--- config.mk ---
export PLATFORM = sky130hd
export DESIGN_NAME = pcm_audio_frame_mode_control
export DESIGN_NICKNAME = d
export VERILOG_FILES = /design/src/verilog/pcm_audio_frame_mode_control.v /design/src/verilog/sync_fifo.v /design/src/verilog/cic_decimator.v
export VERILOG_INCLUDE_DIRS = /design/src /design/src/verilog
export SDC_FILE = /design/constraint.sdc
export NUM_CORES = 2
export LEC_CHECK = 0
export BUFFER_PORTS_ARGS = -buffer_cell sky130_fd_sc_hd__buf_2
export CORE_ASPECT_RATIO = 0.75
export CORE_UTILIZATION = 50
export DETAILED_ROUTE_END_ITERATION = 10
export GPL_ROUTABILITY_DRIVEN = 1
export MAX_ROUTING_LAYER = met4
export PLACE_DENSITY = 0.63
export SLEW_MARGIN = 30
export SYNTH_ARGS = -nofsm -noshare
export SYNTH_HDL_FRONTEND = slang
export SYNTH_SLANG_ARGS = --single-unit
--- constraint.sdc ---
create_clock -name clock_in -period 5.3 [get_ports clock_in]
set_clock_uncertainty 0.2 [all_clocks]
set_input_delay 0.53 -clock clock_in [delete_from_list [all_inputs] [get_ports clock_in]]
set_output_delay 0.53 -clock clock_in [all_outputs]
set_load 0.005 [all_outputs]
--- src/verilog/pcm_frame_consts.vh ---
`ifndef PCM_FRAME_CONSTS_VH
`define PCM_FRAME_CONSTS_VH

// register byte offsets on the apb bus
`define OFS_CONTROL_STATUS  8'h00
`define OFS_DATA_PORT       8'h04
`define OFS_OPERATING_MODE  8'h08

// control_status fields
`define CS_IFACE_ENABLE_BIT 0
`define CS_RECEIVE_ENABLE   1
`define CS_TRANSMIT_ENABLE  2
`define CS_TX_SPACE_BIT     19
`define CS_RX_DATA_BIT      20
`define CS_TX_EMPTY_BIT     21
`define CS_RX_FULL_BIT      22

// operating_mode fields
`define MODE_BCLK_DISABLE   28
`define MODE_DECIM_SELECT   27
`define MODE_DENSITY_EN     26
`define MODE_RX_PACKED      25
`define MODE_TX_PACKED      24
`define MODE_BCLK_SLAVE     23
`define MODE_BCLK_INVERT    22
`define MODE_SYNC_SLAVE     21
`define MODE_SYNC_INVERT    20
`define MODE_PERIOD_MSB     19
`define MODE_PERIOD_LSB     10
`define MODE_SYNCLEN_MSB    9
`define MODE_SYNCLEN_LSB    0
`define MODE_WRITE_MASK     32'h1fff_ffff

// reset values
`define CS_RESET            3'h0
`define MODE_RESET          32'h0000_0000

// timing counts
`define BCLK_HALF_DEFAULT   4
`define DECIM_LAST_16       5'h0f
`define DECIM_LAST_32       5'h1f

`endif

--- src/verilog/pcm_audio_frame_mode_control.v ---
// How it works
// - clearing receive enable stops capture at the next frame end; queued words stay readable
// - receive begins at the next frame start; first channel is first word queued
// - interface enable low holds the serial logic idle; writable while running
// - one data port: writes queue for transmit, reads pop the receive queue
// - bit clock disable stops the bit clock glitch free; zero restarts it
// - decimation select zero gives ratio 16, one gives ratio 32
// - density input enable routes the data pin through the cic filter
// - receive packed merges two channels, first in low half, truncated to 16
// - transmit packed splits a word, low half first channel, high half second
// - bit clock slave select zero drives the clock pin, one takes it in
// - invert zero: drive on rising, sample on falling; one swaps the edges
// - sync slave select zero drives frame sync, one locks onto incoming sync
// - master sync rests low pulsing high, or inverted rests high pulsing low
// - slave frame starts where sync turns active after inactive
// - master frame lasts period field plus one bit clocks
// - sync pulse lasts sync length clocks; zero none, at least period always on
// - transmit begins at next frame start; counter runs when either enable set
`timescale 1ns/10ps
`include "pcm_frame_consts.vh"
module pcm_audio_frame_mode_control #(
    parameter BCLK_HALF = `BCLK_HALF_DEFAULT,
    parameter CHAN_BITS = 16,
    parameter FIFO_DEPTH = 32,
    parameter FIFO_AW = 5
) (
    // clock and reset
    input  wire        clock_in,
    input  wire        rst_n_in,
    // apb slave
    input  wire [7:0]  paddr_in,
    input  wire        psel_in,
    input  wire        penable_in,
    input  wire        pwrite_in,
    input  wire [31:0] pwdata_in,
    output reg  [31:0] prdata_out,
    output reg         pready_out,
    output reg         pslverr_out,
    // serial link
    input  wire        bit_clock_in,
    output reg         bit_clock_out,
    output reg         bit_clock_oe_out,
    input  wire        frame_sync_line_in,
    output reg         frame_sync_line_out,
    output reg         frame_sync_line_oe_out,
    input  wire        serial_data_in,
    output reg         serial_data_out
);
    localparam [9:0] CH1_LAST  = CHAN_BITS - 1;
    localparam [9:0] CH2_FIRST = CHAN_BITS;
    localparam [9:0] CH2_LAST  = 2 * CHAN_BITS - 1;
    localparam [7:0] DIV_LAST  = BCLK_HALF - 1;

    // software state
    reg                  iface_enable_r;
    reg                  receive_enable_r;
    reg                  transmit_enable_r;
    reg  [31:0]          mode_r;
    // pin synchronisers
    reg                  bck_s1_r;
    reg                  bck_s2_r;
    reg                  fs_s1_r;
    reg                  fs_s2_r;
    reg                  sd_s1_r;
    reg                  sd_s2_r;
    // bit clock and frame
    reg  [7:0]           div_cnt_r;
    reg                  clk_prev_r;
    reg  [9:0]           frame_cnt_r;
    reg                  fs_prev_r;
    reg                  tx_active_r;
    reg                  rx_active_r;
    reg  [CHAN_BITS-1:0] tx_sh_r;
    reg  [15:0]          tx_hi_r;
    reg  [CHAN_BITS-1:0] rx_sh_r;
    reg  [15:0]          rx_lo_r;
    reg                  rx_push_r;
    reg  [31:0]          rx_word_r;
    reg  [31:0]          cs_read;

    wire bclk_disable  = mode_r[`MODE_BCLK_DISABLE];
    wire decim_select  = mode_r[`MODE_DECIM_SELECT];
    wire density_en    = mode_r[`MODE_DENSITY_EN];
    wire rx_packed     = mode_r[`MODE_RX_PACKED];
    wire tx_packed     = mode_r[`MODE_TX_PACKED];
    wire bclk_slave    = mode_r[`MODE_BCLK_SLAVE];
    wire bclk_invert   = mode_r[`MODE_BCLK_INVERT];
    wire sync_slave    = mode_r[`MODE_SYNC_SLAVE];
    wire sync_invert   = mode_r[`MODE_SYNC_INVERT];
    wire [9:0] period  = mode_r[`MODE_PERIOD_MSB:`MODE_PERIOD_LSB];
    wire [9:0] sync_ln = mode_r[`MODE_SYNCLEN_MSB:`MODE_SYNCLEN_LSB];

    // fifo handshakes
    wire        tx_in_ready;
    wire        tx_out_valid;
    wire [31:0] tx_head;
    wire        rx_in_ready;
    wire        rx_out_valid;
    wire [31:0] rx_head;

    // apb decode
    wire apb_access = psel_in & penable_in;
    wire hit_cs     = (paddr_in == `OFS_CONTROL_STATUS);
    wire hit_data   = (paddr_in == `OFS_DATA_PORT);
    wire hit_mode   = (paddr_in == `OFS_OPERATING_MODE);
    wire mapped     = hit_cs | hit_data | hit_mode;
    wire tx_stall   = pwrite_in & hit_data & ~tx_in_ready;
    wire apb_first  = apb_access & ~pready_out & ~tx_stall;
    wire apb_done   = apb_access & pready_out;
    wire wr_done    = apb_done & pwrite_in;
    wire rx_pop     = apb_first & ~pwrite_in & hit_data & rx_out_valid;
    wire tx_push    = wr_done & hit_data;

    always @*
    begin
        cs_read = 32'h0000_0000;
        cs_read[`CS_IFACE_ENABLE_BIT] = iface_enable_r;
        cs_read[`CS_RECEIVE_ENABLE]   = receive_enable_r;
        cs_read[`CS_TRANSMIT_ENABLE]  = transmit_enable_r;
        cs_read[`CS_TX_SPACE_BIT]     = tx_in_ready;
        cs_read[`CS_RX_DATA_BIT]      = rx_out_valid;
        cs_read[`CS_TX_EMPTY_BIT]     = ~tx_out_valid;
        cs_read[`CS_RX_FULL_BIT]      = ~rx_in_ready;
    end

    // register file; a data write waits while the transmit queue is full
    always @(posedge clock_in)
    begin
        if (!rst_n_in)
        begin
            pready_out        <= 1'b0;
            pslverr_out       <= 1'b0;
            prdata_out        <= 32'h0000_0000;
            {transmit_enable_r, receive_enable_r, iface_enable_r} <= `CS_RESET;
            mode_r            <= `MODE_RESET;
        end
        else
        begin
            pready_out  <= apb_first;
            pslverr_out <= apb_first & ~mapped;
            if (apb_first && !pwrite_in)
            begin
                if (hit_cs)
                    prdata_out <= cs_read;
                else if (hit_data)
                    prdata_out <= rx_out_valid ? rx_head : 32'h0000_0000;
                else if (hit_mode)
                    prdata_out <= mode_r;
                else
                    prdata_out <= 32'h0000_0000;
            end
            if (wr_done && hit_cs)
            begin
                iface_enable_r    <= pwdata_in[`CS_IFACE_ENABLE_BIT];
                receive_enable_r  <= pwdata_in[`CS_RECEIVE_ENABLE];
                transmit_enable_r <= pwdata_in[`CS_TRANSMIT_ENABLE];
            end
            if (wr_done && hit_mode)
                mode_r <= pwdata_in & `MODE_WRITE_MASK;
        end
    end

    // two flip-flops on every pin input
    always @(posedge clock_in)
    begin
        if (!rst_n_in)
        begin
            bck_s1_r <= 1'b0;
            bck_s2_r <= 1'b0;
            fs_s1_r  <= 1'b0;
            fs_s2_r  <= 1'b0;
            sd_s1_r  <= 1'b0;
            sd_s2_r  <= 1'b0;
        end
        else
        begin
            bck_s1_r <= bit_clock_in;
            bck_s2_r <= bck_s1_r;
            fs_s1_r  <= frame_sync_line_in;
            fs_s2_r  <= fs_s1_r;
            sd_s1_r  <= serial_data_in;
            sd_s2_r  <= sd_s1_r;
        end
    end

    // master bit clock: a high phase always completes, so stopping is glitch free
    always @(posedge clock_in)
    begin
        if (!rst_n_in)
        begin
            div_cnt_r        <= 8'h00;
            bit_clock_out    <= 1'b0;
            bit_clock_oe_out <= 1'b0;
        end
        else
        begin
            bit_clock_oe_out <= ~bclk_slave;
            if (div_cnt_r >= DIV_LAST)
            begin
                div_cnt_r <= 8'h00;
                if (bit_clock_out || (iface_enable_r && !bclk_disable && !bclk_slave))
                    bit_clock_out <= ~bit_clock_out;
            end
            else
                div_cnt_r <= div_cnt_r + 8'h01;
        end
    end

    // logical clock and its edges
    wire clk_level   = (bclk_slave ? bck_s2_r : bit_clock_out) ^ bclk_invert;
    wire clk_run     = iface_enable_r & ~bclk_disable;
    wire drive_edge  = clk_run & clk_level & ~clk_prev_r;
    wire sample_edge = clk_run & ~clk_level & clk_prev_r;

    // frame timing
    wire       fs_level   = fs_s2_r ^ sync_invert;
    wire       live       = transmit_enable_r | receive_enable_r | tx_active_r | rx_active_r;
    wire       slave_strt = fs_level & ~fs_prev_r;
    wire       mast_wrap  = (frame_cnt_r >= period);
    wire [9:0] cnt_nxt    = sync_slave ? (slave_strt ? 10'h000 : frame_cnt_r + 10'h001)
                                       : (mast_wrap ? 10'h000 : frame_cnt_r + 10'h001);
    wire       frame_strt = drive_edge & (sync_slave ? slave_strt : (live & mast_wrap));
    wire       sync_on    = (sync_ln != 10'h000) & ((sync_ln >= period) | (cnt_nxt < sync_ln));
    wire       in_frame   = drive_edge & (sync_slave | live);

    // transmit word selection
    wire       tx_act_now = frame_strt ? transmit_enable_r : tx_active_r;
    wire       second     = (cnt_nxt == CH2_FIRST);
    wire       ch_start   = in_frame & ((cnt_nxt == 10'h000) | second);
    wire [31:0] tx_pick   = tx_packed ? (second ? {16'h0000, tx_hi_r}
                                                : {16'h0000, tx_head[15:0]})
                                      : (tx_out_valid ? tx_head : 32'h0000_0000);
    wire [CHAN_BITS-1:0] tx_word = tx_pick[CHAN_BITS-1:0];
    wire       tx_pop     = ch_start & tx_act_now & tx_out_valid & (~tx_packed | ~second);

    // receive channel ends
    wire [CHAN_BITS-1:0] rx_w = {rx_sh_r[CHAN_BITS-2:0], sd_s2_r};
    wire       rx_end1    = (frame_cnt_r == CH1_LAST);
    wire       rx_end2    = (frame_cnt_r == CH2_LAST);
    wire       pcm_rx     = sample_edge & rx_active_r & ~density_en;
    wire       cic_valid;
    wire [15:0] cic_data;

    always @(posedge clock_in)
    begin
        if (!rst_n_in)
        begin
            clk_prev_r             <= 1'b0;
            frame_cnt_r            <= 10'h000;
            fs_prev_r              <= 1'b0;
            tx_active_r            <= 1'b0;
            rx_active_r            <= 1'b0;
            tx_sh_r                <= {CHAN_BITS{1'b0}};
            tx_hi_r                <= 16'h0000;
            rx_sh_r                <= {CHAN_BITS{1'b0}};
            rx_lo_r                <= 16'h0000;
            rx_push_r              <= 1'b0;
            rx_word_r              <= 32'h0000_0000;
            serial_data_out        <= 1'b0;
            frame_sync_line_out    <= 1'b0;
            frame_sync_line_oe_out <= 1'b0;
        end
        else if (!iface_enable_r)
        begin
            clk_prev_r             <= clk_level;
            frame_cnt_r            <= period;
            tx_active_r            <= 1'b0;
            rx_active_r            <= 1'b0;
            rx_push_r              <= 1'b0;
            serial_data_out        <= 1'b0;
            frame_sync_line_out    <= sync_invert;
            frame_sync_line_oe_out <= ~sync_slave;
        end
        else
        begin
            clk_prev_r             <= clk_level;
            frame_sync_line_oe_out <= ~sync_slave;
            rx_push_r              <= 1'b0;
            if (drive_edge)
            begin
                fs_prev_r <= fs_level;
                if (sync_slave || live)
                    frame_cnt_r <= cnt_nxt;
                else
                    frame_cnt_r <= period;
                frame_sync_line_out <= (live & sync_on) ^ sync_invert;
            end
            if (frame_strt)
            begin
                tx_active_r <= transmit_enable_r;
                rx_active_r <= receive_enable_r;
            end
            // transmit shifter, msb first
            if (ch_start)
            begin
                serial_data_out <= tx_act_now & tx_word[CHAN_BITS-1];
                tx_sh_r         <= tx_word << 1;
                if (tx_pop && tx_packed)
                    tx_hi_r <= tx_head[31:16];
                else if (tx_packed && !second)
                    tx_hi_r <= 16'h0000;
            end
            else if (in_frame)
            begin
                serial_data_out <= (cnt_nxt <= CH2_LAST) & tx_active_r & tx_sh_r[CHAN_BITS-1];
                tx_sh_r         <= tx_sh_r << 1;
            end
            // receive shifter
            if (pcm_rx)
            begin
                rx_sh_r <= rx_w;
                if (rx_end1 && rx_packed)
                    rx_lo_r <= rx_w[15:0];
                else if (rx_end1 || rx_end2)
                begin
                    rx_push_r <= rx_in_ready;
                    rx_word_r <= rx_packed ? {rx_w[15:0], rx_lo_r}
                                           : {{(32-CHAN_BITS){1'b0}}, rx_w};
                end
            end
            else if (cic_valid && rx_active_r && density_en)
            begin
                rx_push_r <= rx_in_ready;
                rx_word_r <= {16'h0000, cic_data};
            end
        end
    end

    cic_decimator #(
        .ACC_W (12)
    ) u_cic (
        .clock_in      (clock_in),
        .rst_n_in      (rst_n_in),
        .strobe_in     (sample_edge & density_en),
        .bit_in        (sd_s2_r),
        .ratio_sel_in  (decim_select),
        .out_valid_out (cic_valid),
        .out_data_out  (cic_data)
    );

    sync_fifo #(
        .WIDTH  (32),
        .DEPTH  (FIFO_DEPTH),
        .ADDR_W (FIFO_AW)
    ) u_tx_fifo (
        .clock_in      (clock_in),
        .rst_n_in      (rst_n_in),
        .in_valid_in   (tx_push),
        .in_ready_out  (tx_in_ready),
        .in_data_in    (pwdata_in),
        .out_valid_out (tx_out_valid),
        .out_ready_in  (tx_pop),
        .out_data_out  (tx_head)
    );

    sync_fifo #(
        .WIDTH  (32),
        .DEPTH  (FIFO_DEPTH),
        .ADDR_W (FIFO_AW)
    ) u_rx_fifo (
        .clock_in      (clock_in),
        .rst_n_in      (rst_n_in),
        .in_valid_in   (rx_push_r),
        .in_ready_out  (rx_in_ready),
        .in_data_in    (rx_word_r),
        .out_valid_out (rx_out_valid),
        .out_ready_in  (rx_pop),
        .out_data_out  (rx_head)
    );
endmodule

--- src/verilog/sync_fifo.v ---
`timescale 1ns/10ps
module sync_fifo #(
    parameter WIDTH  = 32,
    parameter DEPTH  = 32,
    parameter ADDR_W = 5
) (
    // clock and reset
    input  wire             clock_in,
    input  wire             rst_n_in,
    // filling side
    input  wire             in_valid_in,
    output wire             in_ready_out,
    input  wire [WIDTH-1:0] in_data_in,
    // draining side
    output wire             out_valid_out,
    input  wire             out_ready_in,
    output wire [WIDTH-1:0] out_data_out
);
    localparam [ADDR_W:0] FULL_COUNT = DEPTH;

    reg [WIDTH-1:0]  mem_r [0:DEPTH-1];
    reg [ADDR_W-1:0] wr_ptr_r;
    reg [ADDR_W-1:0] rd_ptr_r;
    reg [ADDR_W:0]   count_r;

    wire do_push = in_valid_in & in_ready_out;
    wire do_pop  = out_valid_out & out_ready_in;

    assign in_ready_out  = (count_r != FULL_COUNT);
    assign out_valid_out = (count_r != {(ADDR_W+1){1'b0}});
    assign out_data_out  = mem_r[rd_ptr_r];

    always @(posedge clock_in)
    begin
        if (do_push)
            mem_r[wr_ptr_r] <= in_data_in;
    end

    always @(posedge clock_in)
    begin
        if (!rst_n_in)
        begin
            wr_ptr_r <= {ADDR_W{1'b0}};
            rd_ptr_r <= {ADDR_W{1'b0}};
            count_r  <= {(ADDR_W+1){1'b0}};
        end
        else
        begin
            if (do_push)
                wr_ptr_r <= wr_ptr_r + 1'b1;
            if (do_pop)
                rd_ptr_r <= rd_ptr_r + 1'b1;
            if (do_push && !do_pop)
                count_r <= count_r + 1'b1;
            else if (do_pop && !do_push)
                count_r <= count_r - 1'b1;
        end
    end
endmodule

--- src/verilog/cic_decimator.v ---
`timescale 1ns/10ps
`include "pcm_frame_consts.vh"
module cic_decimator #(
    parameter ACC_W = 12
) (
    // clock and reset
    input  wire        clock_in,
    input  wire        rst_n_in,
    // density-modulated bit stream
    input  wire        strobe_in,
    input  wire        bit_in,
    input  wire        ratio_sel_in,
    // decimated samples
    output reg         out_valid_out,
    output reg  [15:0] out_data_out
);
    reg  [ACC_W-1:0] integ1_r;
    reg  [ACC_W-1:0] integ2_r;
    reg  [ACC_W-1:0] delay1_r;
    reg  [ACC_W-1:0] delay2_r;
    reg  [4:0]       dec_cnt_r;

    wire [4:0]       dec_last = ratio_sel_in ? `DECIM_LAST_32 : `DECIM_LAST_16;
    wire [ACC_W-1:0] comb1    = integ2_r - delay1_r;
    wire [ACC_W-1:0] comb2    = comb1 - delay2_r;

    // second order filter, gain ratio squared, scaled so full scale is 16'h8000
    always @(posedge clock_in)
    begin
        if (!rst_n_in)
        begin
            integ1_r      <= {ACC_W{1'b0}};
            integ2_r      <= {ACC_W{1'b0}};
            delay1_r      <= {ACC_W{1'b0}};
            delay2_r      <= {ACC_W{1'b0}};
            dec_cnt_r     <= 5'h00;
            out_valid_out <= 1'b0;
            out_data_out  <= 16'h0000;
        end
        else
        begin
            out_valid_out <= 1'b0;
            if (strobe_in)
            begin
                integ1_r <= integ1_r + {{(ACC_W-1){1'b0}}, bit_in};
                integ2_r <= integ2_r + integ1_r;
                if (dec_cnt_r >= dec_last)
                begin
                    dec_cnt_r     <= 5'h00;
                    delay1_r      <= integ2_r;
                    delay2_r      <= comb1;
                    out_valid_out <= 1'b1;
                    out_data_out  <= ratio_sel_in ? {comb2[10:0], 5'h00}
                                                  : {comb2[8:0], 7'h00};
                end
                else
                    dec_cnt_r <= dec_cnt_r + 5'h01;
            end
        end
    end
endmodule

* Word level (Yosys, flattened, before mapping) *
Memories as Yosys holds them, arrays and structs flattened. A register that Yosys moved wholly into a read port is not among the register bits.
Cells that the tools add are included.

word-level totals
  output and inout bits = 39
  input bits = 48
  register bits after elaboration = 295
  logic and storage cells = 238
  memories kept = 2
  RAM bits = 2,048

memory list
  memory           words  bits a word  read ports  clocked after Yosys merged registers in  wr ports  RTL line        source
  u_rx_fifo.mem_r  32     32           1           1                                        1         sync_fifo.v:21  reg [WIDTH-1:0] mem_r [0:DEPTH-1];
  u_tx_fifo.mem_r  32     32           1           1                                        1         sync_fifo.v:21

operators by class
  $lt $le $gt $ge = 6
  bitwise operators = 67
  $add $sub $neg = 15
  eq/ne operators = 10
  mux-type cells = 49
  reduce and logical (&&, ||, !) cells = 46

operators by type and width
  kind                                                              number
  2-to-1 mux 32 bit                                                 8
  2-to-1 mux 16 bit                                                 8
  2-to-1 mux 10 bit                                                 6
  AND 1 bit                                                         37
  2-to-1 mux 5 bit                                                  6
  2-to-1 mux 29 bit                                                 1
  adder 5 x 1 -> 5 bit (second input constant)                      5
  2-to-1 mux 6 bit                                                  4
  subtractor 11 bit                                                 2
  == test 10 x 5 -> 1 bit (second input constant)                   2
  >= comparator 10 bit                                              2
  inverter 1 bit                                                    18
  2-to-1 mux 1 bit                                                  16
  logical AND 1 bit                                                 14
  AND reduction 2 bit                                               7
  adder 12 x 1 -> 12 bit                                            1
  adder 12 bit                                                      1
  adder 6 x 1 -> 6 bit (second input constant)                      2
  inequality test 6 bit (second input constant)                     2
  nonzero test 6 bit                                                2
  subtractor 6 x 1 -> 6 bit (second input constant)                 2
  adder 10 x 1 -> 10 bit (second input constant)                    1
  == test 10 x 4 -> 1 bit (second input constant)                   1
  less-or-equal comparator 10 x 5 -> 1 bit (second input constant)  1
  19 further kinds                                                  44

* Logic depth before layout (Yosys ltp) *
  depth after elaboration = 14
  depth in mapped cells = 19
  depth with buffers taken out = 18

* Hierarchy *
From an unflattened synthesis, not the netlist that was laid out.

unflattened totals
  cells, all modules = 5,614
  area, all modules = 93,380.8 um2

by module, submodules not included
  module                        area each (um2)  cells an instance  instances  sequential area each (um2)
  sync_fifo (u_tx_fifo)         40,385.0         2,048              1          31,169.9
  sync_fifo (u_rx_fifo)         40,380.0         2,048              1          31,169.9
  pcm_audio_frame_mode_control  8,956.1          1,081              1          3,883.7
  cic_decimator                 3,659.8          437                1          1,221.2

* Worst setup path after synthesis *
OpenSTA, ideal clock, no wires.

  path kind = register -> register
  from = register mode_r[17]
  to = register u_tx_fifo.count_r[5]
  period minus slack after synthesis = 4.085 ns
  arrival time = 3.814 ns
  stages on the path, launching flop included = 19
  slack = 1.215 ns
  setup time = 0.070 ns
  data required time = 5.030 ns
  buffers on the path = 0
  cell sequence = dfxtp_1 inv_1 ha_1 a21o_1 a2111oi_0 o211ai_1 nand3b_2 a21boi_0 o211ai_4 ha_1 inv_1 ha_1 a21o_1 a21oi_1 o21bai_1 a21oi_1 xnor2_1 or3_1 a21oi_1

on the way
  word-level cells in the longest chain between the ends = 13
  elaborated cells on any way between the ends = 22
  those cells by class = 1 x order compare; 1 x eq/ne; 5 x mux; 10 x bitwise; 5 x reduce/logical

ends and longest elaborated chain
  what                                                         RTL line                                                                source
  from (decl)                                                  pcm_audio_frame_mode_control.v:58                                       reg [31:0] mode_r;
  from (signal assigned)                                       pcm_audio_frame_mode_control.v:135                                      mode_r <= `MODE_RESET;
  from (signal assigned)                                       pcm_audio_frame_mode_control.v:159                                      mode_r <= pwdata_in & `MODE_WRITE_MASK;
  >= comparator 10 bit *                                       pcm_audio_frame_mode_control.v:219                                      wire mast_wrap = (frame_cnt_r >= period);
  2-to-1 mux 10 bit                                            pcm_audio_frame_mode_control.v:221                                      : (mast_wrap ? 10'h000 : frame_cnt_r + 10'h001);
  2-to-1 mux 10 bit                                            pcm_audio_frame_mode_control.v:220                                      wire [9:0] cnt_nxt = sync_slave ? (slave_strt ? 10'h000 : frame_cnt_r + 10'h001)
  == test 10 x 5 -> 1 bit or zero test 10 bit (tied branches)  pcm_audio_frame_mode_control.v:228, pcm_audio_frame_mode_control.v:229
  OR 1 bit                                                     pcm_audio_frame_mode_control.v:229                                      wire ch_start = in_frame & ((cnt_nxt == 10'h000) | second);
  AND 1 bit                                                    pcm_audio_frame_mode_control.v:229
  AND 1 bit (2 in series)                                      pcm_audio_frame_mode_control.v:234                                      wire tx_pop = ch_start & tx_act_now & tx_out_valid & (~tx_packed | ~second);
  AND 1 bit *                                                  pcm_audio_frame_mode_control.v:234
  AND 1 bit *                                                  sync_fifo.v:27                                                          wire do_pop = out_valid_out & out_ready_in;
  zero test 1 bit                                              sync_fifo.v:53                                                          if (do_push && !do_pop)
  logical AND 1 bit                                            sync_fifo.v:53
  2-to-1 mux 6 bit or nonzero test 2 bit (tied branches)       n/a
  to (signal assigned)                                         sync_fifo.v:45                                                          count_r <= {(ADDR_W+1){1'b0}};
  to (signal assigned)                                         sync_fifo.v:54                                                          count_r <= count_r + 1'b1;
  to (signal assigned)                                         sync_fifo.v:56                                                          count_r <= count_r - 1'b1;
  to (decl)                                                    sync_fifo.v:24                                                          reg [ADDR_W:0] count_r;

Every way passes the cells marked *; elsewhere a longest branch is shown, timed or not.
A chain may end at the register's enable or synchronous reset.

* Worst setup path after layout *
Same ends and word-level chain as after synthesis.

==> out/summary.json <==
{
  "outcome": "finished clean",
  "timing.final.crit_period_ps": 4750,
  "share_of_power_burned_in_registers_pct": 55.0,
  "synthesis.yosys.warnings": 0,
  "transition_time_of_the_tightest_slew_check_pin_ps": 1040,
  "die-width_um": 497,
  "worst-endpoint-arrival_ps": 5340,
  "number_of_antenna_violations_at_the_first_check_in_global_routing": 10,
  "power.internal_mw": 29.1,
  "drc_errors": 0,
  "grt_util_all_layers_pct": 26.0,
  "detailedRoute.firstIterationViolations": 6176,
  "dr_wl_met2_um": 102000,
  "hold_vio_cnt_final": 0,
  "top_level_ports": 87,
  "drtPass1Iterations": 7,
  "antenna_viol_nets_final": 0,
  "hold-path-cell-count": 1,
  "critPathLaunchType": "flip-flop",
  "mappedNetlistArea_sq_um": 92000,
  "areaGrowthSynthToFinish_pct": 13.2,
  "clock_insertion_delay_worst_skew_ps": 850,
  "post_route_cells_drive_above_1_share_pct": 26.7,
  "synth_cells": 4715,
  "cts_sinks": 2345,
  "starting_utilization_of_the_core_area_pct": 50.6,
  "clock-root-buffer": "sky130_fd_sc_hd__clkbuf_16",
  "layout.filler_cells": 13400,
  "synth-main-ff-cell": "sky130_fd_sc_hd__edfxtp_1",
  "die_area_sq_um": 186000,
  "wire_length_per_cell_um": 31.0,
  "hold_start": "pwdata_in[29]",
  "pwr-share-clk_pct": 44.2,
  "synth_edf_count": 2048,
  "number_of_buffers_inserted_for_hold_repair_after_clock_tree_synthesis": 16,
  "htreeDepth": 4,
  "ctsResizeCount": 0,
  "synth_seq_area_share_pct": 73.3,
  "crit_path_capture_type": "flip-flop",
  "combPwrFrac_pct": 0.7,
  "final_common_cell": "sky130_fd_sc_hd__edfxtp_1",
  "maxClockFrequency_ghz": 0.211,
  "route.layer.met1.wl_um": 108000,
  "nNetsFinal": 5079,
  "buffer_ports.inserted": 86,
  "timing.final.crit_share_pct": 89.6,
  "vias_per_cell": 6.27,
  "layout.cells.most_common_list": "sky130_fd_sc_hd__edfxtp_1, sky130_fd_sc_hd__mux4_2, sky130_fd_sc_hd__dfxtp_1",
  "power.share.switching_pct": 19.7,
  "grt_max_degree": 94,
  "chipHeight_um": 374,
  "async_flop_share_pct": 0,
  "power_switching_mw": 7.12,
  "maxSlewHeadroom_pct": 30.5,
  "global_route_wire_length_before_repair_um": 336000,
  "routed_wl_um": 233000,
  "post_synth.cell_area_avg_sq_um": 19.5,
  "cells_on_worst_reg2reg_path": 18,
  "powerDensity_nw_per_um2": 347,
  "path_clk_slew_ps": 70,
  "min-delay-path-class": "in2reg",
  "finalSetupViolCount": 0,
  "largest_driver_fanout_on_the_critical_path": 7,
  "ys_types": 89,
  "slowest_stage_cell_cp": "sky130_fd_sc_hd__a2111oi_0",
  "setup_repair_after_global_routing_missed_its_margin": "false",
  "power.leakage_nw": 32.3,
  "maxUsedRoutingLayer": "met4",
  "routed-via-count": 47200,
  "route.met3.wl_um": 19200,
  "total_area_of_multi_input_combinational_cells_sq_um": 23800,
  "place_hpwl_um": 143000,
  "rr_startpoint": "mode_r[17]",
  "gp_congestion": 0.881,
  "vdd_drop_max_v": 0.000278,
  "max_cap_violations": 0,
  "worst_r2r_endpoint": "u_tx_fifo.count_r[5]",
  "cts_inserted_buffers": 215,
  "setup.worst_path.start": "mode_r[17]",
  "crit_chain": "inv_1 > ha_1 > a21o_1 > a2111oi_0 > o211ai_1 > nand3b_2 > nor4b_4 > o211ai_4 > ha_1 > inv_1 > ha_1 > a21o_1 > a21oi_1 > o21bai_1 > a21oi_1 > xnor2_1 > or3_1 > a21oi_1",
  "coreArea_sq_um": 182000,
  "grt_remaining_overflow": 0,
  "instances_no_fill": 7527,
  "timing.final.max_slew_violations": 0,
  "criticalPathCategory": "reg2reg",
  "placement_rows": 135,
  "hold-path-endpoint": "u_tx_fifo.mem_r[27][29]",
  "place.detailed.instances": 7105,
  "ys_ff_latch": 2345,
  "critical_path_required_ps": 5890,
  "seq_area_sq_um": 67500,
  "grt_pass1_vias": 45900,
  "critical_path.max_stage_delay_ps": 600,
  "regToRegSetupSlack_ps": 550,
  "fin_tns_setup_ps": 0,
  "cts_buffer_depth": 3,
  "tritoncts_clock_tree": "built",
  "cts_setup_buffers": 0
}
==> area by class of cell <==
cell class / instances / area share (%)
multi-input cells: 2048 / 22.8
clock buffers: 263 / 5.48
flip-flops and latches: 2345 / 64.8
diodes: 4 / 0.00961
well taps: 2397 / 2.88
repair buffers: 263 / 2.32
inverters: 68 / 0.250
clock inverters: 139 / 1.48
==> Yosys cell counts, drive strengths merged, types with 7 or more instances <==
library cell	n	area [sq um]
a211oi	8	72.6
a21o	10	75.1
a21oi	221	1110
a221o	14	144
a22o	14	130
a31oi	10	77.6
a32o	15	150
and2	16	100
and3	12	75.1
buf	96	447
clkbuf	162	648
dfxtp	297	5950
edfxtp	2048	61500
ha	85	1060
inv	67	251
mux2	27	304
mux2i	89	891
mux4	639	14400
nand2	262	986
nand2b	7	46.3
nand3	34	175
nand3b	8	67.6
nand4	24	165
nor2	251	942
nor2b	10	62.6
nor3	18	90.1
nor4	7	43.8
o211ai	15	126
o21a	9	67.6
o21ai	70	350
o21bai	8	60.1
o311ai	7	61.3
or3	18	113
or4	7	56.3
xnor2	34	298
xor2	34	298
==> cell families after synthesis <==
kind of cell | synth area share (%)
adders and majority gates | 1.26
DFF | 73.3
buffers and inverters | 1.48
other | 0.00407
muxes | 16.9
xor gates and xnor gates | 0.647
AOI/OAI and AO/OA | 3.02
and+or+nand+nor | 3.36
==> worst max-delay path by stage <==
stage | cells after the start | end | slack (ps)
floorplan | 18 | u_tx_fifo.count_r[5] | 1220
global placement | 18 | u_tx_fifo.count_r[5] | 530
detailed placement | 18 | u_tx_fifo.count_r[5] | 530
CTS | 18 | u_tx_fifo.count_r[5] | 540
global route | 18 | u_tx_fifo.count_r[5] | 130
finish | 18 | u_tx_fifo.count_r[5] | 550
==> power by group through the flow <==
| stage | clock network (mW) | logic (mW) | registers, mW |
|---|---|---|---|
| floorplan | 0 | 0.0505 | 20.3 |
| global placement | 0 | 0.255 | 20.3 |
| detailed placement | 0 | 0.262 | 20.3 |
| CTS | 16.2 | 0.272 | 19.9 |
| global route | 16.9 | 0.288 | 19.9 |
| finish | 16.0 | 0.271 | 19.9 |
==> layer usage <==
layer / vias up / global-route usage (%)
met3: 268 / 4.51
met1: 25300 / 40.9
li1: 19600 / -
met5: - / -
met2: 2019 / 35.6
met4: 0 / 5.32
==> through the flow <==
stage | hold WS, ps | power, mW | utilization [%] | cell area [sq um] | worst slack [ps]
6_report | 48.6 | 36.2 | 57.3 | 104000 | 550
5_1_grt | 37.7 | 37.1 | 57.3 | 104000 | 132
4_1_cts | 0.750 | 36.4 | 57.3 | 104000 | 543
2_1_floorplan | 196 | 20.4 | - | 92000 | 1220
3_3_place_gp | 204 | 20.6 | 53.2 | 96700 | 535
3_5_place_dp | 216 | 20.6 | 53.2 | 96800 | 526
==> critical path, delay by kind of cell (launching register included) <==
kind,cells,cell delay [ps]
adder cells (fa/ha/maj),3,840
AO/OA/AOI/OAI,9,2010
AND/OR/NAND/NOR,3,910
XOR/XNOR,1,100
buffers and inverters,2,260
flip-flops,1,370
==> sequential cells by signal, indices dropped and copies added (netlist names), 15 cells and up, named ones only <==
| name | count |
|---|---|
| u_tx_fifo.mem_r | 1024 |
| tx_hi_r | 16 |
| rx_sh_r | 15 |
| rx_lo_r | 16 |
| u_rx_fifo.mem_r | 1024 |
| prdata_out | 32 |
| mode_r | 29 |
| rx_word_r | 32 |
| tx_sh_r | 15 |
Power figures use the tool's default switching activity.
